--- config.mk ---
export PLATFORM = sky130hd
export DESIGN_NAME = usb_transceiver_control
export DESIGN_NICKNAME = d
export VERILOG_FILES = /design/src/common/usb_xcvr_pkg.sv /design/src/hw/endpoint_decode.sv /design/src/hw/line_sync.sv /design/src/hw/usb_transceiver_control.sv
export VERILOG_INCLUDE_DIRS = /design/src /design/src/common
export SDC_FILE = /design/constraint.sdc
export NUM_CORES = 1
export LEC_CHECK = 0
export ABC_AREA = 1
export BUFFER_PORTS_ARGS = -buffer_cell sky130_fd_sc_hd__buf_2
export CORE_ASPECT_RATIO = 0.5
export CORE_MARGIN = 2
export CORE_UTILIZATION = 44
export DETAILED_ROUTE_END_ITERATION = 10
export PLACE_DENSITY = 0.77
export SYNTH_ARGS = -nofsm -noshare
export SYNTH_HDL_FRONTEND = slang
export SYNTH_SLANG_ARGS = --single-unit
--- constraint.sdc ---
create_clock -name core_clk_i -period 0.9 [get_ports core_clk_i]
set_clock_uncertainty 0.1 [all_clocks]
set_input_delay 0.045 -clock core_clk_i [delete_from_list [all_inputs] [get_ports core_clk_i]]
set_output_delay 0.045 -clock core_clk_i [all_outputs]
set_load 0.05 [all_outputs]
--- src/common/usb_xcvr_cfg.svh ---
// How it works
// - Eight endpoint pipes: control IN/OUT plus three IN/OUT pairs.
// - Control endpoint is bidirectional and answers at protocol address zero.
// - Endpoints one to three answer IN at 0x81-0x83, OUT at 0x01-0x03.
// - Speed bit one selects full speed, pull-up on D+.
// - Speed bit zero selects low speed, pull-up on D-.
// - Pull-up is applied only while bus power is detected.
// - Bit 7 clear detaches; set attaches the pull-up when bus power present.
// - Bit 6 enables the transceiver; clear puts it in suspend.
// - Test field: 00 normal, 01 D+ high, 10 D- high, 11 both low.
// - Bit 2 reads the differential receiver, valid while transceiver enabled.
// - Bit 1 reads the sampled D+ level.
// - Bit 0 reads the sampled D- level.
// - The controller acts only as a USB function, never as a host.
`ifndef USB_XCVR_CFG_SVH
`define USB_XCVR_CFG_SVH
`define XCVR_CTRL_ADDR 8'hd7
`define XCVR_CTRL_RESET 8'h00
`define XCVR_BIT_PULLUP 7
`define XCVR_BIT_PHY_ENABLE 6
`define XCVR_BIT_SPEED 5
`define XCVR_BIT_TST_HI 4
`define XCVR_BIT_TST_LO 3
`define XCVR_BIT_DIFF 2
`define XCVR_BIT_DPLUS 1
`define XCVR_BIT_DMINUS 0
`define XCVR_WR_MASK 8'hf8
`define EP_PIPE_COUNT 8
`define EP_IN_FLAG 8'h80
`define EP_LAST 2'h3
`endif

--- src/common/usb_xcvr_pkg.sv ---
`default_nettype none
package usb_xcvr_pkg;
   typedef enum logic [1:0] {
      test_normal_type = 2'b00,
      test_diff_one_type = 2'b01,
      test_diff_zero_type = 2'b10,
      test_se_zero_type = 2'b11
   } phy_test_mode_type;
endpackage
`default_nettype wire

--- src/hw/endpoint_decode.sv ---
`timescale 1ns/1ps
`default_nettype none
`include "usb_xcvr_cfg.svh"
module endpoint_decode (
   // Clock and reset.
   input wire logic core_clk_i,
   input wire logic rst_i,
   // Token endpoint and direction.
   input wire logic [3:0] ep_num_i,
   input wire logic ep_dir_in_i,
   // Result.
   output logic ep_hit_o,
   output logic [7:0] ep_addr_o,
   output logic [2:0] ep_pipe_o
);
   logic hit_d, hit_q;
   logic [7:0] addr_d, addr_q;
   logic [2:0] pipe_d, pipe_q;
   always_comb begin
      hit_d = 1'b0;
      addr_d = 8'h00;
      pipe_d = 3'h0;
      if (ep_num_i == 4'h0) begin
         hit_d = 1'b1;
         addr_d = 8'h00;
         pipe_d = {2'b00, ep_dir_in_i};
      end else if (ep_num_i <= {2'b00, `EP_LAST}) begin
         hit_d = 1'b1;
         addr_d = (ep_dir_in_i ? `EP_IN_FLAG : 8'h00) | {4'h0, ep_num_i};
         pipe_d = {ep_num_i[1:0], ep_dir_in_i};
      end
   end
   always_ff @(posedge core_clk_i) begin
      if (rst_i) begin
         hit_q <= 1'b0;
         addr_q <= 8'h00;
         pipe_q <= 3'h0;
      end else begin
         hit_q <= hit_d;
         addr_q <= addr_d;
         pipe_q <= pipe_d;
      end
   end
   assign ep_hit_o = hit_q;
   assign ep_addr_o = addr_q;
   assign ep_pipe_o = pipe_q;
endmodule
`default_nettype wire

--- src/hw/line_sync.sv ---
`timescale 1ns/1ps
`default_nettype none
module line_sync #(
   parameter int WIDTH = 3
) (
   // Clock and reset.
   input wire logic core_clk_i,
   input wire logic rst_i,
   // Data.
   input wire logic [WIDTH-1:0] async_i,
   output logic [WIDTH-1:0] sync_o
);
   logic [WIDTH-1:0] meta_q, meta_d, sync_q, sync_d;
   always_comb begin
      meta_d = async_i;
      sync_d = meta_q;
   end
   always_ff @(posedge core_clk_i) begin
      if (rst_i) begin
         meta_q <= '0;
         sync_q <= '0;
      end else begin
         meta_q <= meta_d;
         sync_q <= sync_d;
      end
   end
   assign sync_o = sync_q;
endmodule
`default_nettype wire

--- src/hw/usb_transceiver_control.sv ---
`timescale 1ns/1ps
`default_nettype none
`include "usb_xcvr_cfg.svh"
// ****************************************************************
// Transceiver control register and line control.
// ****************************************************************
module usb_transceiver_control
   import usb_xcvr_pkg::*;
(
   // Clock and reset.
   input wire logic core_clk_i,
   input wire logic rst_i,
   // Register port.
   input wire logic [7:0] reg_addr_i,
   input wire logic reg_wr_i,
   input wire logic reg_rd_i,
   input wire logic [7:0] reg_wdata_i,
   output logic [7:0] reg_rdata_o,
   // Line inputs from the transceiver.
   input wire logic dplus_i,
   input wire logic dminus_i,
   input wire logic diff_rx_i,
   input wire logic vbus_present_i,
   // Line drive.
   output logic dplus_o,
   output logic dplus_oe_o,
   output logic dminus_o,
   output logic dminus_oe_o,
   // Transceiver control.
   output logic phy_enable_o,
   output logic full_speed_o,
   output logic pullup_dplus_o,
   output logic pullup_dminus_o,
   output logic host_mode_o,
   // Endpoint decode.
   input wire logic [3:0] ep_num_i,
   input wire logic ep_dir_in_i,
   output logic ep_hit_o,
   output logic [7:0] ep_addr_o,
   output logic [2:0] ep_pipe_o
);
   logic [7:0] ctrl_q, ctrl_d;
   logic [7:0] rdata_q, rdata_d;
   logic [2:0] line_sync;
   logic pullup_enable, phy_enable, speed;
   phy_test_mode_type phy_test_mode;
   logic diff_receiver_state, dplus_level, dminus_level;
   logic dp_q, dp_d, dpoe_q, dpoe_d, dn_q, dn_d, dnoe_q, dnoe_d;
   logic pud_q, pud_d, pun_q, pun_d, en_q, en_d, fs_q, fs_d;
   logic wr_sel, rd_sel;
   logic [2:0] status_bits;
   logic [3:0] drive_d;
   logic host_q, host_d;

   // ****************************************************************
   // Register decoding.
   // ****************************************************************
   // Shared by the read and the write path.
   function automatic logic ctrl_sel(input logic [7:0] addr);
      ctrl_sel = (addr == `XCVR_CTRL_ADDR);
   endfunction

   // Writable bits come from the register, status bits from the lines.
   function automatic logic [7:0] readback_byte(input logic [7:0] ctrl,
      input logic [2:0] status);
      logic [7:0] value;
      value = ctrl & `XCVR_WR_MASK;
      value[`XCVR_BIT_DIFF] = status[2];
      value[`XCVR_BIT_DPLUS] = status[1];
      value[`XCVR_BIT_DMINUS] = status[0];
      readback_byte = value;
   endfunction

   // ****************************************************************
   // Line decoding.
   // ****************************************************************
   // Returns the D+ pull-up, then the D- pull-up.
   function automatic logic [1:0] pullup_place(input logic enable, input logic power,
      input logic full_speed);
      logic attach;
      attach = enable & power;
      pullup_place = {attach & full_speed, attach & ~full_speed};
   endfunction

   // Forced line test modes.
   // Returns D+ level, D- level, D+ enable and D- enable.
   function automatic logic [3:0] line_drive(input phy_test_mode_type mode);
      logic [3:0] drive;
      drive = 4'h0;
      unique case (mode)
         test_normal_type: begin
            drive[3] = 1'b0;
            drive[2] = 1'b0;
            drive[1] = 1'b0;
            drive[0] = 1'b0;
         end
         test_diff_one_type: begin
            drive[3] = 1'b1;
            drive[2] = 1'b0;
            drive[1] = 1'b1;
            drive[0] = 1'b1;
         end
         test_diff_zero_type: begin
            drive[3] = 1'b0;
            drive[2] = 1'b1;
            drive[1] = 1'b1;
            drive[0] = 1'b1;
         end
         test_se_zero_type: begin
            drive[3] = 1'b0;
            drive[2] = 1'b0;
            drive[1] = 1'b1;
            drive[0] = 1'b1;
         end
      endcase
      line_drive = drive;
   endfunction

   // ****************************************************************
   // Register.
   // ****************************************************************
   assign pullup_enable = ctrl_q[`XCVR_BIT_PULLUP];
   assign phy_enable = ctrl_q[`XCVR_BIT_PHY_ENABLE];
   assign speed = ctrl_q[`XCVR_BIT_SPEED];
   assign phy_test_mode = phy_test_mode_type'(ctrl_q[`XCVR_BIT_TST_HI:`XCVR_BIT_TST_LO]);
   assign diff_receiver_state = line_sync[2];
   assign dplus_level = line_sync[1];
   assign dminus_level = line_sync[0];

   line_sync #(
      .WIDTH(3)
   ) u_sync (
      .core_clk_i(core_clk_i),
      .rst_i(rst_i),
      .async_i({diff_rx_i, dplus_i, dminus_i}),
      .sync_o(line_sync)
   );

   // ****************************************************************
   // Line status.
   // ****************************************************************
   // Differential bit reads zero while the transceiver is off.
   assign status_bits[`XCVR_BIT_DIFF] = phy_enable & diff_receiver_state;
   assign status_bits[`XCVR_BIT_DPLUS] = dplus_level;
   assign status_bits[`XCVR_BIT_DMINUS] = dminus_level;

   // ****************************************************************
   // Control register.
   // ****************************************************************
   assign wr_sel = reg_wr_i & ctrl_sel(reg_addr_i);
   assign rd_sel = reg_rd_i & ctrl_sel(reg_addr_i);

   always_comb begin
      ctrl_d = ctrl_q;
      if (wr_sel) begin
         ctrl_d = reg_wdata_i & `XCVR_WR_MASK;
      end
   end

   always_ff @(posedge core_clk_i) begin
      if (rst_i) begin
         ctrl_q <= `XCVR_CTRL_RESET;
      end else begin
         ctrl_q <= ctrl_d;
      end
   end

   // ****************************************************************
   // Read data.
   // ****************************************************************
   // Reads of other addresses answer zero; the byte holds until the next read.
   always_comb begin
      rdata_d = rdata_q;
      if (rd_sel) begin
         rdata_d = readback_byte(ctrl_q, status_bits);
      end else if (reg_rd_i) begin
         rdata_d = 8'h00;
      end
   end

   always_ff @(posedge core_clk_i) begin
      if (rst_i) begin
         rdata_q <= 8'h00;
      end else begin
         rdata_q <= rdata_d;
      end
   end

   // ****************************************************************
   // Line control.
   // ****************************************************************
   always_comb begin
      en_d = phy_enable;
      fs_d = speed;
   end

   always_ff @(posedge core_clk_i) begin
      if (rst_i) begin
         en_q <= 1'b0;
         fs_q <= 1'b0;
      end else begin
         en_q <= en_d;
         fs_q <= fs_d;
      end
   end

   // ****************************************************************
   // Pull-ups.
   // ****************************************************************
   always_comb begin
      {pud_d, pun_d} = pullup_place(pullup_enable, vbus_present_i, speed);
   end

   always_ff @(posedge core_clk_i) begin
      if (rst_i) begin
         pud_q <= 1'b0;
         pun_q <= 1'b0;
      end else begin
         pud_q <= pud_d;
         pun_q <= pun_d;
      end
   end

   // ****************************************************************
   // Forced line drive.
   // ****************************************************************
   // Mode zero releases both lines to the pull-ups and the host.
   always_comb begin
      drive_d = line_drive(phy_test_mode);
      dp_d = drive_d[3];
      dn_d = drive_d[2];
      dpoe_d = drive_d[1];
      dnoe_d = drive_d[0];
   end

   always_ff @(posedge core_clk_i) begin
      if (rst_i) begin
         dp_q <= 1'b0;
         dn_q <= 1'b0;
         dpoe_q <= 1'b0;
         dnoe_q <= 1'b0;
      end else begin
         dp_q <= dp_d;
         dn_q <= dn_d;
         dpoe_q <= dpoe_d;
         dnoe_q <= dnoe_d;
      end
   end

   // ****************************************************************
   // Endpoint addressing.
   // ****************************************************************
   endpoint_decode u_ep (
      .core_clk_i(core_clk_i),
      .rst_i(rst_i),
      .ep_num_i(ep_num_i),
      .ep_dir_in_i(ep_dir_in_i),
      .ep_hit_o(ep_hit_o),
      .ep_addr_o(ep_addr_o),
      .ep_pipe_o(ep_pipe_o)
   );

   // ****************************************************************
   // Role.
   // ****************************************************************
   // Kept as a flop so that every output leaves a register.
   // Function role only.
   always_comb begin
      host_d = 1'b0;
   end

   always_ff @(posedge core_clk_i) begin
      if (rst_i) begin
         host_q <= 1'b0;
      end else begin
         host_q <= host_d;
      end
   end

   // ****************************************************************
   // Outputs.
   // ****************************************************************
   assign reg_rdata_o = rdata_q;
   assign phy_enable_o = en_q;
   assign full_speed_o = fs_q;
   assign pullup_dplus_o = pud_q;
   assign pullup_dminus_o = pun_q;
   assign dplus_o = dp_q;
   assign dminus_o = dn_q;
   assign dplus_oe_o = dpoe_q;
   assign dminus_oe_o = dnoe_q;
   assign host_mode_o = host_q;
endmodule
`default_nettype wire

Yosys cells after proc, flatten, opt, wreduce, memory -nomap -nowiden:

Cells that the tools add are included.
Widths: inputs -> output; s select.

* register bits: 39
* input port bits: 29
* output and inout port bits: 29
* logic and storage cells: 42

* magnitude comparators: 1
* equal/unequal tests: 4
* muxes and demuxes: 8
* bitwise gates (word level): 9
* reduce and logical (&&, ||, !) cells: 4

Operators by type and width (number)
* $mux 8: 3
* $pmux 4 s4: 1
* $eq 8x8->1 const B: 1
* $or 8x4->8: 1
* $and 1x1->1: 6
* $eq 2x2->1 const B: 2
* $le 4x2->1 const B: 1
* $logic_not 4->1: 1
* $mux 1: 4
* $reduce_or 3->1: 1
* $eq 2x1->1 const B: 1
* $logic_not 2->1: 1
* $not 1->1: 2
* $reduce_bool 2->1: 1

Longest topological paths before layout:

Gate-level depths: netlist of the first run.

* depth in word-level cells: 3
* mapped depth: 7
* depth with buffers taken out: 7

Hierarchy:

From an unflattened synthesis of the first run, not the netlist that was laid out.

* cells, all modules: 148
* area total of the unflattened synthesis: 1209.9 um^2

By module, submodules not included
* usb_transceiver_control: times used 1, cells an instance 105, area an instance 804.5 um^2, seq. area each 400.4 um^2
* endpoint_decode: times used 1, cells an instance 25, area an instance 240.2 um^2, seq. area each 140.1 um^2
* line_sync: times used 1, cells an instance 18, area an instance 165.2 um^2, seq. area each 120.1 um^2

Least setup slack after synthesis of the first run:

Ideal clock, no wire load.

* kind: register to output
* start point: register dpoe_q, in the netlist dplus_oe_o
* end point: output port dplus_oe_o
* arrival time: 0.894 ns
* data required time: 0.755 ns
* slack: -0.139 ns
* stages on the path, launching flop included: 2
* path through: dfxtp_1 -> buf_4

RTL lines
* start: declaration: RTL line usb_transceiver_control.sv:48 `logic dp_q, dp_d, dpoe_q, dpoe_d, dn_q, dn_d, dnoe_q, dnoe_d;`
* start signal: assignment: RTL line usb_transceiver_control.sv:245 `dpoe_q <= dpoe_d;`
* end: declaration: RTL line usb_transceiver_control.sv:26 `output logic dplus_oe_o,`

No word-level cell between the ends.

==> results of run 1 <==
-- cell usage after synthesis --
library cell,number
buf_2,2
inv_2,1
nand2_1,25
nand3_1,4
nand3_2,1
conb_1,1
nor3_1,1
inv_1,30
o21ai_1,3
dfxtp_1,33
buf_4,7
nand4_1,10
nor2_4,1
a21oi_1,5
o21a_1,1
buf_6,2
nor2_1,20
nor2_2,1
-- area by class of cell --
cell class	count	share of cell area [%]
clock buffers	5	3.50
clock inverters	3	0.892
inverters	31	5.92
multi-input cells	78	18.2
flip-flops and latches	33	35.3
well taps	37	2.36
repair buffers	71	33.9
-- timing repair --
| action | in CTS | in global routing |
|---|---|---|
| endpoints found under the setup margin | 25 | 32 |
| resized for setup | 63 | 21 |
| setup buffers | 0 | 3 |
| pin swaps | 0 | 5 |
| hold endpoints to repair | 22 | 7 |
-- where the power goes --
group	switching [mW]	internal (mW)	leakage (nW)
registers	0.0119	1.48	0.280
clock network	0.522	0.532	0.0439
logic	0.183	0.134	0.656
-- cells in the final DEF (no fill, tap or decap), types with 4 or more instances in the layout --
master         instances
inv_1                 30
nand2_1               25
buf_2                 24
dfxtp_2               23
nor2_1                19
buf_8                 17
nand4_1               10
dlygate4sd3_1         10
buf_4                 10
dfxtp_1                9
buf_6                  8
conb_1                 6
a21oi_1                5
clkbuf_8               5
nand3_1                4
-- stage by stage --
step	cells	instance area (um^2)	setup TNS (ns)	util (%)	setup WS, ns
after floorplan	153	1230	0	-	0.0375
after global placement	236	1490	-0.196	57.8	-0.0343
after detailed placement	236	1490	-0.359	57.8	-0.0559
after CTS	256	1880	-0.395	72.6	-0.0387
after global routing	258	1960	-1.16	76.0	-0.0786
final	258	1960	-0.332	76.0	-0.0424
-- kinds of logic after synthesis --
logic type / count (synthesis) / share of synthesized area (%)
other cells: 1 / 0.313
flops: 33 / 55.2
simple gates: 63 / 23.7
buf+inv: 42 / 16.8
compound gates: 9 / 3.97
-- sequential cells by signal, indices dropped and copies added, names as in the netlist --
signal	cells
full_speed_o	1
reg_rdata_o	8
dplus_o	1
ctrl_q	5
pullup_dplus_o	1
u_sync.sync_o	3
u_ep.ep_addr_o	4
u_ep.ep_hit_o	1
phy_enable_o	1
dminus_o	1
u_sync.meta_q	3
u_ep.ep_pipe_o	2
dplus_oe_o	1
pullup_dminus_o	1
-- layer usage --
layer / vias up / part of all wire (%) / global-route usage (%)
met4: 0 / 1.6 / 10.7
li1: 577 / - / -
met3: 6 / 5.4 / 7.93
met2: 43 / 55 / 38.4
met1: 539 / 38 / 17.4
met5: - / 0 / 0
-- worst paths after layout --
check | to | start | slack [ns] | cells after the start
worst max-delay path | ep_addr_o[0] | u_ep.ep_pipe_o[1] | -0.04 | 1
worst min-delay path | full_speed_o | rst_i | -0.12 | 2
worst max register to register | pullup_dminus_o | ctrl_q[7] | 0.02 | 2
worst min register to register | u_sync.sync_o[1] | u_sync.meta_q[1] | 0.30 | 2
==> impl_metrics.toml, run 1 <==
[floorplan]
start_util_pct = 46.3
num_io_pins = 58
die-height_um = 40.9
coreArea_um2 = 2590
die_area_um2 = 3180
die_w_um = 77.8
core.rowCount = 13

[detailed_routing]
drtAntennaViolNets = 0
num_vias = 1165
drtIter0Drc = 36
drt-wirelength-per-cell_um = 11.3
wl_mm = 2.92
vias_per_cell = 4.52
route.detailed.drc = 0
first_pass_iters = 4

[synthesis]
syn_inst = 148
ys_seq_area_share_pct = 55.2
post_synth_instance_area_um2 = 1200
synth-seq-cells = 33
yosysTopAreaCellShare_pct = 55.2
ys_types = 18
avgSynthCellArea_um2 = 8.09
yosysWarnings = 0
yosysTopAreaCell = "dfxtp_1"
ys_top_cells_by_area = "dfxtp_1 (55%), inv_1 (9.4%), nand2_1 (7.8%)"

[placement]
hpwl_mm = 1.69
io_buffer_count = 50
routabilityCongestion = 0.707

[clock_tree]
path_clk_slew_ns = 0.07
cts_num_sinks = 33
postCtsHoldBufs = 12
cts_buffer_depth = 2
insertion_delay_ns = 0.28
cts_inserted_buffers = 5
clockRootBuffer = "clkbuf_8"
cts_tree = "yes"
cts_max_level = 2

[status]
failed_checks = "hold timing, setup timing"
status = "finished, violations left"

[finish]
fill_cells = 162
ff_latch_area_um2 = 693
num_antenna_cells = 0
drive_gt1_share_pct = 43.4
final_nets = 249
area_delta_synth_final_pct = 64.1
multi_input_area_um2 = 357

[timing]
hold_slack_ns = -0.121
fmax_ghz = 1.06
fin_crit_ns = 0.942
min_period_over_period_pct = 105
layout_setup_ws_ns = -0.0424
slew_violations = 0
rsz0062_at_grt = "true"
hold_violations = 6
setup_viol = 16

[setup_path]
cp_top_family = "flip-flops"
cp_max_fo = 2
worstSetupPathType = "reg2out"
cp.required_ns = 0.75
path_cells = "buf_8"
worstPathArrival_ns = 0.80
critPathLaunchType = "flop"
crit_path_end_kind = "output pin"
cpMaxStageDelayCell = "dfxtp_4"
max_stage_delay_ns = 0.37
worst-path-buf-inv = 1

[hold_path]
min_path_type = "in2reg"

[power_and_ir_drop]
p_per_area_nw_per_um2 = 1460
finalPower_mw = 2.87
ir_drop_v = 0.000892
p_leak_nw = 0.980

[grt]
grt_pass1_vias = 993
antenna_found_initial = 0
grt_overflow = 0
grt_max_degree = 14
grt_pass1_wl_mm = 4.24
grt_usage_pct = 18.9

[flow_run]
drv_cap = 0
(Power assumes the default switching activity.)
==> inputs of run 2 (changes only) <==
Settings changed: CAP_MARGIN set to 5, MAX_ROUTING_LAYER set to met4.
==> impl_metrics.toml, run 2 (synthesis gave the netlist of run 1 again) <==
[clock_tree]
cts_tree = "yes"
cts_max_level = 2
clockRootBuffer = "clkbuf_8"
cts_buffer_depth = 2
insertion_delay_ns = 0.28
cts_inserted_buffers = 5
path_clk_slew_ns = 0.07
cts_num_sinks = 33

[finish]
final_nets = 252
final_common_cell = "inv_1"
area_delta_synth_final_pct = 66.6
drive_gt1_share_pct = 42.9
mostFrequentLayoutCells = "inv_1 (30), nand2_1 (25), buf_2 (24), dfxtp_2 (23), nor2_1 (19)"
fill_cells = 156
num_antenna_cells = 0
postLayoutCoreUtil_pct = 77.1
final_cells = 261
largest_reg_flops = 8

[status]
failed_checks = "hold timing, setup timing"
status = "finished, violations left"

[timing]
slew_violations = 0
hold_slack_ns = -0.116
fmax_ghz = 1.04
layout_setup_ws_ns = -0.0578
fin_crit_ns = 0.958
min_period_over_period_pct = 106
setup_viol = 22
rsz0062_at_grt = "true"
hold_violations = 3

[hold_path]
hold_path_end = "full_speed_o"
holdPathStages = 2
min_from = "rst_i"
min_path_type = "in2reg"

[power_and_ir_drop]
p_sw_mw = 0.739
power_frac_comb_pct = 11.7
p_int_mw = 2.16
swShare_pct = 25.5
ir_drop_v = 0.000921
pwr-share-clk_pct = 36.7
p_per_area_nw_per_um2 = 1450
pwr-share-seq_pct = 51.6
p_leak_nw = 0.992

[floorplan]
core.rowCount = 13
die-height_um = 40.9
coreArea_um2 = 2590
die_area_um2 = 3180
die_w_um = 77.8
num_io_pins = 58
start_util_pct = 46.3

[grt]
grt_pass1_wl_mm = 4.24
grt_max_degree = 14
grt_overflow = 0
antenna_found_initial = 0
grt_pass1_vias = 998
grt_usage_pct = 19.3

[setup_path]
cpMaxStageDelayCell = "dlygate4sd3_1"
worstSetupPathType = "in2reg"
critPathLaunchType = "primary input"
reg2reg_slack_ns = 0.02
crit_path_end_kind = "flop"
r2r_cells = 4
max_stage_delay_ns = 0.62
cp.required_ns = 1.00
reg2reg_from = "ctrl_q[5]"
r2r_end = "reg_rdata_o[5]"
path_cells = "buf_2 > dlygate4sd3_1 > nand4_1 > a21oi_1"
cp_max_fo = 5
worstPathArrival_ns = 1.06

[detailed_routing]
vias_per_cell = 4.65
route.detailed.drc = 0
num_vias = 1214
first_pass_iters = 4
drtAntennaViolNets = 0
wl_mm = 3.42
drt-wirelength-per-cell_um = 13.1
drtIter0Drc = 70

[placement]
hpwl_mm = 1.69
routabilityCongestion = 0.715
dpl.cell_count = 236
io_buffer_count = 50

[flow_run]
drv_cap = 0
## run 2: cell count changes in the layout (fill, tap and decap cells not counted), sizes merged
cell and change:
dlygate4sd3 +3
## run 2: how the worst max path moves through the flow
| stage | cells past startpoint | end | startpoint | slack [ns] |
|---|---|---|---|---|
| floorplan | 1 | dplus_oe_o | dplus_oe_o | 0.04 |
| global placement | 8 | ctrl_q[5] | reg_addr_i[5] | -0.03 |
| detailed placement | 7 | reg_rdata_o[1] | reg_addr_i[5] | -0.06 |
| CTS | 1 | ep_addr_o[0] | u_ep.ep_pipe_o[1] | -0.04 |
| global route | 4 | reg_rdata_o[7] | reg_rd_i | -0.08 |
| finish | 4 | reg_rdata_o[7] | reg_rd_i | -0.06 |
## run 2: per-layer routing
layer  GRT usage, %  routed length (um)  vias to the layer above
met5              -                   0                        -
met4           12.1                 103                        0
met3           6.61                 236                       14
met2           38.6                1830                       67
met1           17.3                1250                      551
li1               -                   -                      582
## run 2: worst max-delay path: cells and delay by family
kind / cells / cell delay, ns
buffers and inverters: 2 / 0.76
AOI/OAI and AO/OA: 1 / 0.13
and+or+nand+nor: 1 / 0.12
## run 2: stage by stage
| stage | setup slack [ns] | area [um^2] | TNS [ns] | power, mW |
|---|---|---|---|---|
| detailed placement | -0.0559 | 1490 | -0.359 | 1.77 |
| global placement | -0.0343 | 1490 | -0.196 | 1.77 |
| floorplan | 0.0375 | 1230 | 0 | 1.69 |
| global route | -0.0789 | 1990 | -1.35 | 3.04 |
| CTS | -0.0387 | 1880 | -0.395 | 2.88 |
| finish | -0.0578 | 1990 | -0.538 | 2.90 |
## run 2: layout make-up
class / instances / area (um^2) / share of cell area, %
clock buffer: 5 / 68.8 / 3.45
clock inverter: 3 / 17.5 / 0.878
inverter: 31 / 116 / 5.83
multi-input combinational: 78 / 357 / 17.9
sequential: 33 / 693 / 34.8
tap: 37 / 46.3 / 2.32
timing repair buffer: 74 / 696 / 34.9
## run 2: repair_timing
| action | in CTS | in global routing |
|---|---|---|
| setup buffers | 0 | 3 |
| hold endpoints to repair | 22 | 6 |
| setup endpoints to repair | 25 | 32 |
| hold buffers | 12 | 3 |
| pin swaps | 0 | 5 |
| gates resized for setup | 63 | 21 |
## run 2: power groups by stage
stage / sequential, mW / combinational [mW] / clock [mW]
6_report: 1.50 / 0.341 / 1.06
3_5_place_dp: 1.52 / 0.247 / 0
4_1_cts: 1.50 / 0.303 / 1.08
3_3_place_gp: 1.52 / 0.245 / 0
5_1_grt: 1.50 / 0.363 / 1.18
2_1_floorplan: 1.56 / 0.129 / 0
==> inputs of run 3 (changes only) <==
Settings changed: HOLD_SLACK_MARGIN set to 0.05, RECOVER_POWER set to 25.
==> impl_metrics.toml, run 3 (synthesis gave the netlist of run 1 again) <==
[status]
status = "finished, violations left"
failed_checks = "hold timing, setup timing"

[grt]
grt_pass1_wl_mm = 4.06
grt_overflow = 0
antenna_found_initial = 0
grt_pass1_vias = 960
gr-max-usage-layer = "met2"
met1_usage_pct = 17.4
use_met3_pct = 6.39
use_met2_pct = 35.8
grt_max_degree = 14
grt_usage_pct = 18.3

[floorplan]
start_util_pct = 46.3
num_io_pins = 58
core.rowCount = 13
die-height_um = 40.9
die_area_um2 = 3180
coreArea_um2 = 2590
die_w_um = 77.8

[flow_run]
drv_cap = 0

[setup_path]
cpMaxStageDelayCell = "dfxtp_4"
r2r_end = "reg_rdata_o[5]"
worst-path-buf-inv = 1
reg2reg_from = "ctrl_q[5]"
cp.required_ns = 0.75
path_cells = "buf_8"
critPathLaunchType = "flop"
worstSetupPathType = "reg2out"
crit_path_end_kind = "output pin"
max_stage_delay_ns = 0.37
cp_top_family = "flip-flops"
cp_max_fo = 2
r2r_cells = 4
reg2reg_slack_ns = -0.02
worstPathArrival_ns = 0.80

[clock_tree]
cts_inserted_buffers = 5
cts_tree = "yes"
insertion_delay_ns = 0.28
postCtsHoldBufs = 15
cts_max_level = 2
cts_buffer_depth = 2
cts_num_sinks = 33
clockRootBuffer = "clkbuf_8"
path_clk_slew_ns = 0.07

[detailed_routing]
drt-wirelength-per-cell_um = 11.7
route.detailed.drc = 0
drtIter0Drc = 43
num_vias = 1170
drtAntennaViolNets = 0
first_pass_iters = 5
vias_per_cell = 4.48
wl_mm = 3.07

[hold_path]
holdPathStages = 2
hold_path_end = "full_speed_o"
min_from = "rst_i"
min_path_type = "in2reg"

[timing]
layout_setup_ws_ns = -0.0424
hold_slack_ns = -0.123
rsz0062_at_grt = "true"
fmax_ghz = 1.06
slew_violations = 0
setup_viol = 17
fin_setup_tns_ns = -0.342
fin_crit_ns = 0.942
min_period_over_period_pct = 105
hold_violations = 6

[placement]
routabilityCongestion = 0.715
hpwl_mm = 1.69
dpl.cell_count = 236
io_buffer_count = 50
dp_slack_ns = -0.0559

[finish]
fill_cells = 153
largest_reg_flops = 8
ff_latch_area_um2 = 691
area_delta_synth_final_pct = 65.9
mostFrequentLayoutCells = "inv_1 (30), buf_2 (25), nand2_1 (24), dfxtp_2 (21), nor2_1 (20)"
multi_input_area_um2 = 357
drive_gt1_share_pct = 42.4
final_nets = 252
final_cells = 261
final_common_cell = "inv_1"
num_antenna_cells = 0

[power_and_ir_drop]
p_per_area_nw_per_um2 = 1450
ir_drop_v = 0.000882
p_leak_nw = 0.993
[run 3: cell types whose count changed in the layout (fill, tap and decap cells not counted)]
cell,delta
buf_2,+1
dfxtp_1,+2
dfxtp_2,-2
dlygate4sd3_1,-1
nand2_1,-1
nand2_2,+1
nor2_1,+1
nor2_2,-1
[run 3: report_power, final]
group          switching, mW  internal (mW)  total [mW]  leakage [nW]
Clock                  0.515          0.532        1.05        0.0439
Combinational          0.187          0.142       0.329         0.670
Sequential            0.0122           1.48        1.50         0.279
[run 3: final cells by class]
type | count | share of cell area (%)
clock inverter | 3 | 0.882
multi-input combinational | 78 | 17.9
inverter | 31 | 5.86
tap | 37 | 2.33
clock buffer | 5 | 3.46
sequential | 33 | 34.8
timing repair buffer | 74 | 34.8
[run 3: repair_timing]
| item | 4_1_cts | 5_1_grt |
|---|---|---|
| resized for setup | 63 | 21 |
| pin swaps | 0 | 8 |
| buffers inserted | 0 | 3 |
| hold endpoints to repair | 27 | 16 |
| endpoints found under the setup margin | 25 | 32 |
[run 3: worst max-delay path by stage]
stage | startpoint | endpoint | slack, ns | cells after the start
floorplan | dplus_oe_o | dplus_oe_o | 0.04 | 1
global placement | reg_addr_i[5] | ctrl_q[5] | -0.03 | 8
detailed placement | reg_addr_i[5] | reg_rdata_o[1] | -0.06 | 7
CTS | u_ep.ep_pipe_o[1] | ep_addr_o[0] | -0.04 | 1
global route | ctrl_q[5] | reg_rdata_o[5] | -0.11 | 4
finish | u_ep.ep_pipe_o[1] | ep_addr_o[0] | -0.04 | 1
[run 3: metal layers]
metal  part of all wire, %  up-vias
li1                      -      584
met1                    38      534
met2                    55       50
met3                   6.8        2
met4                  0.59        0
met5                     0        -
[run 3: metrics by stage]
step | util [%] | hold slack, ns | power, mW | cell area [um^2]
global route | 76.8 | -0.125 | 3.03 | 1990
detailed placement | 57.8 | 0.151 | 1.77 | 1490
global placement | 57.8 | 0.146 | 1.77 | 1490
CTS | 73.8 | -0.144 | 2.89 | 1910
floorplan | - | 0.00665 | 1.69 | 1230
finish | 76.8 | -0.123 | 2.87 | 1990
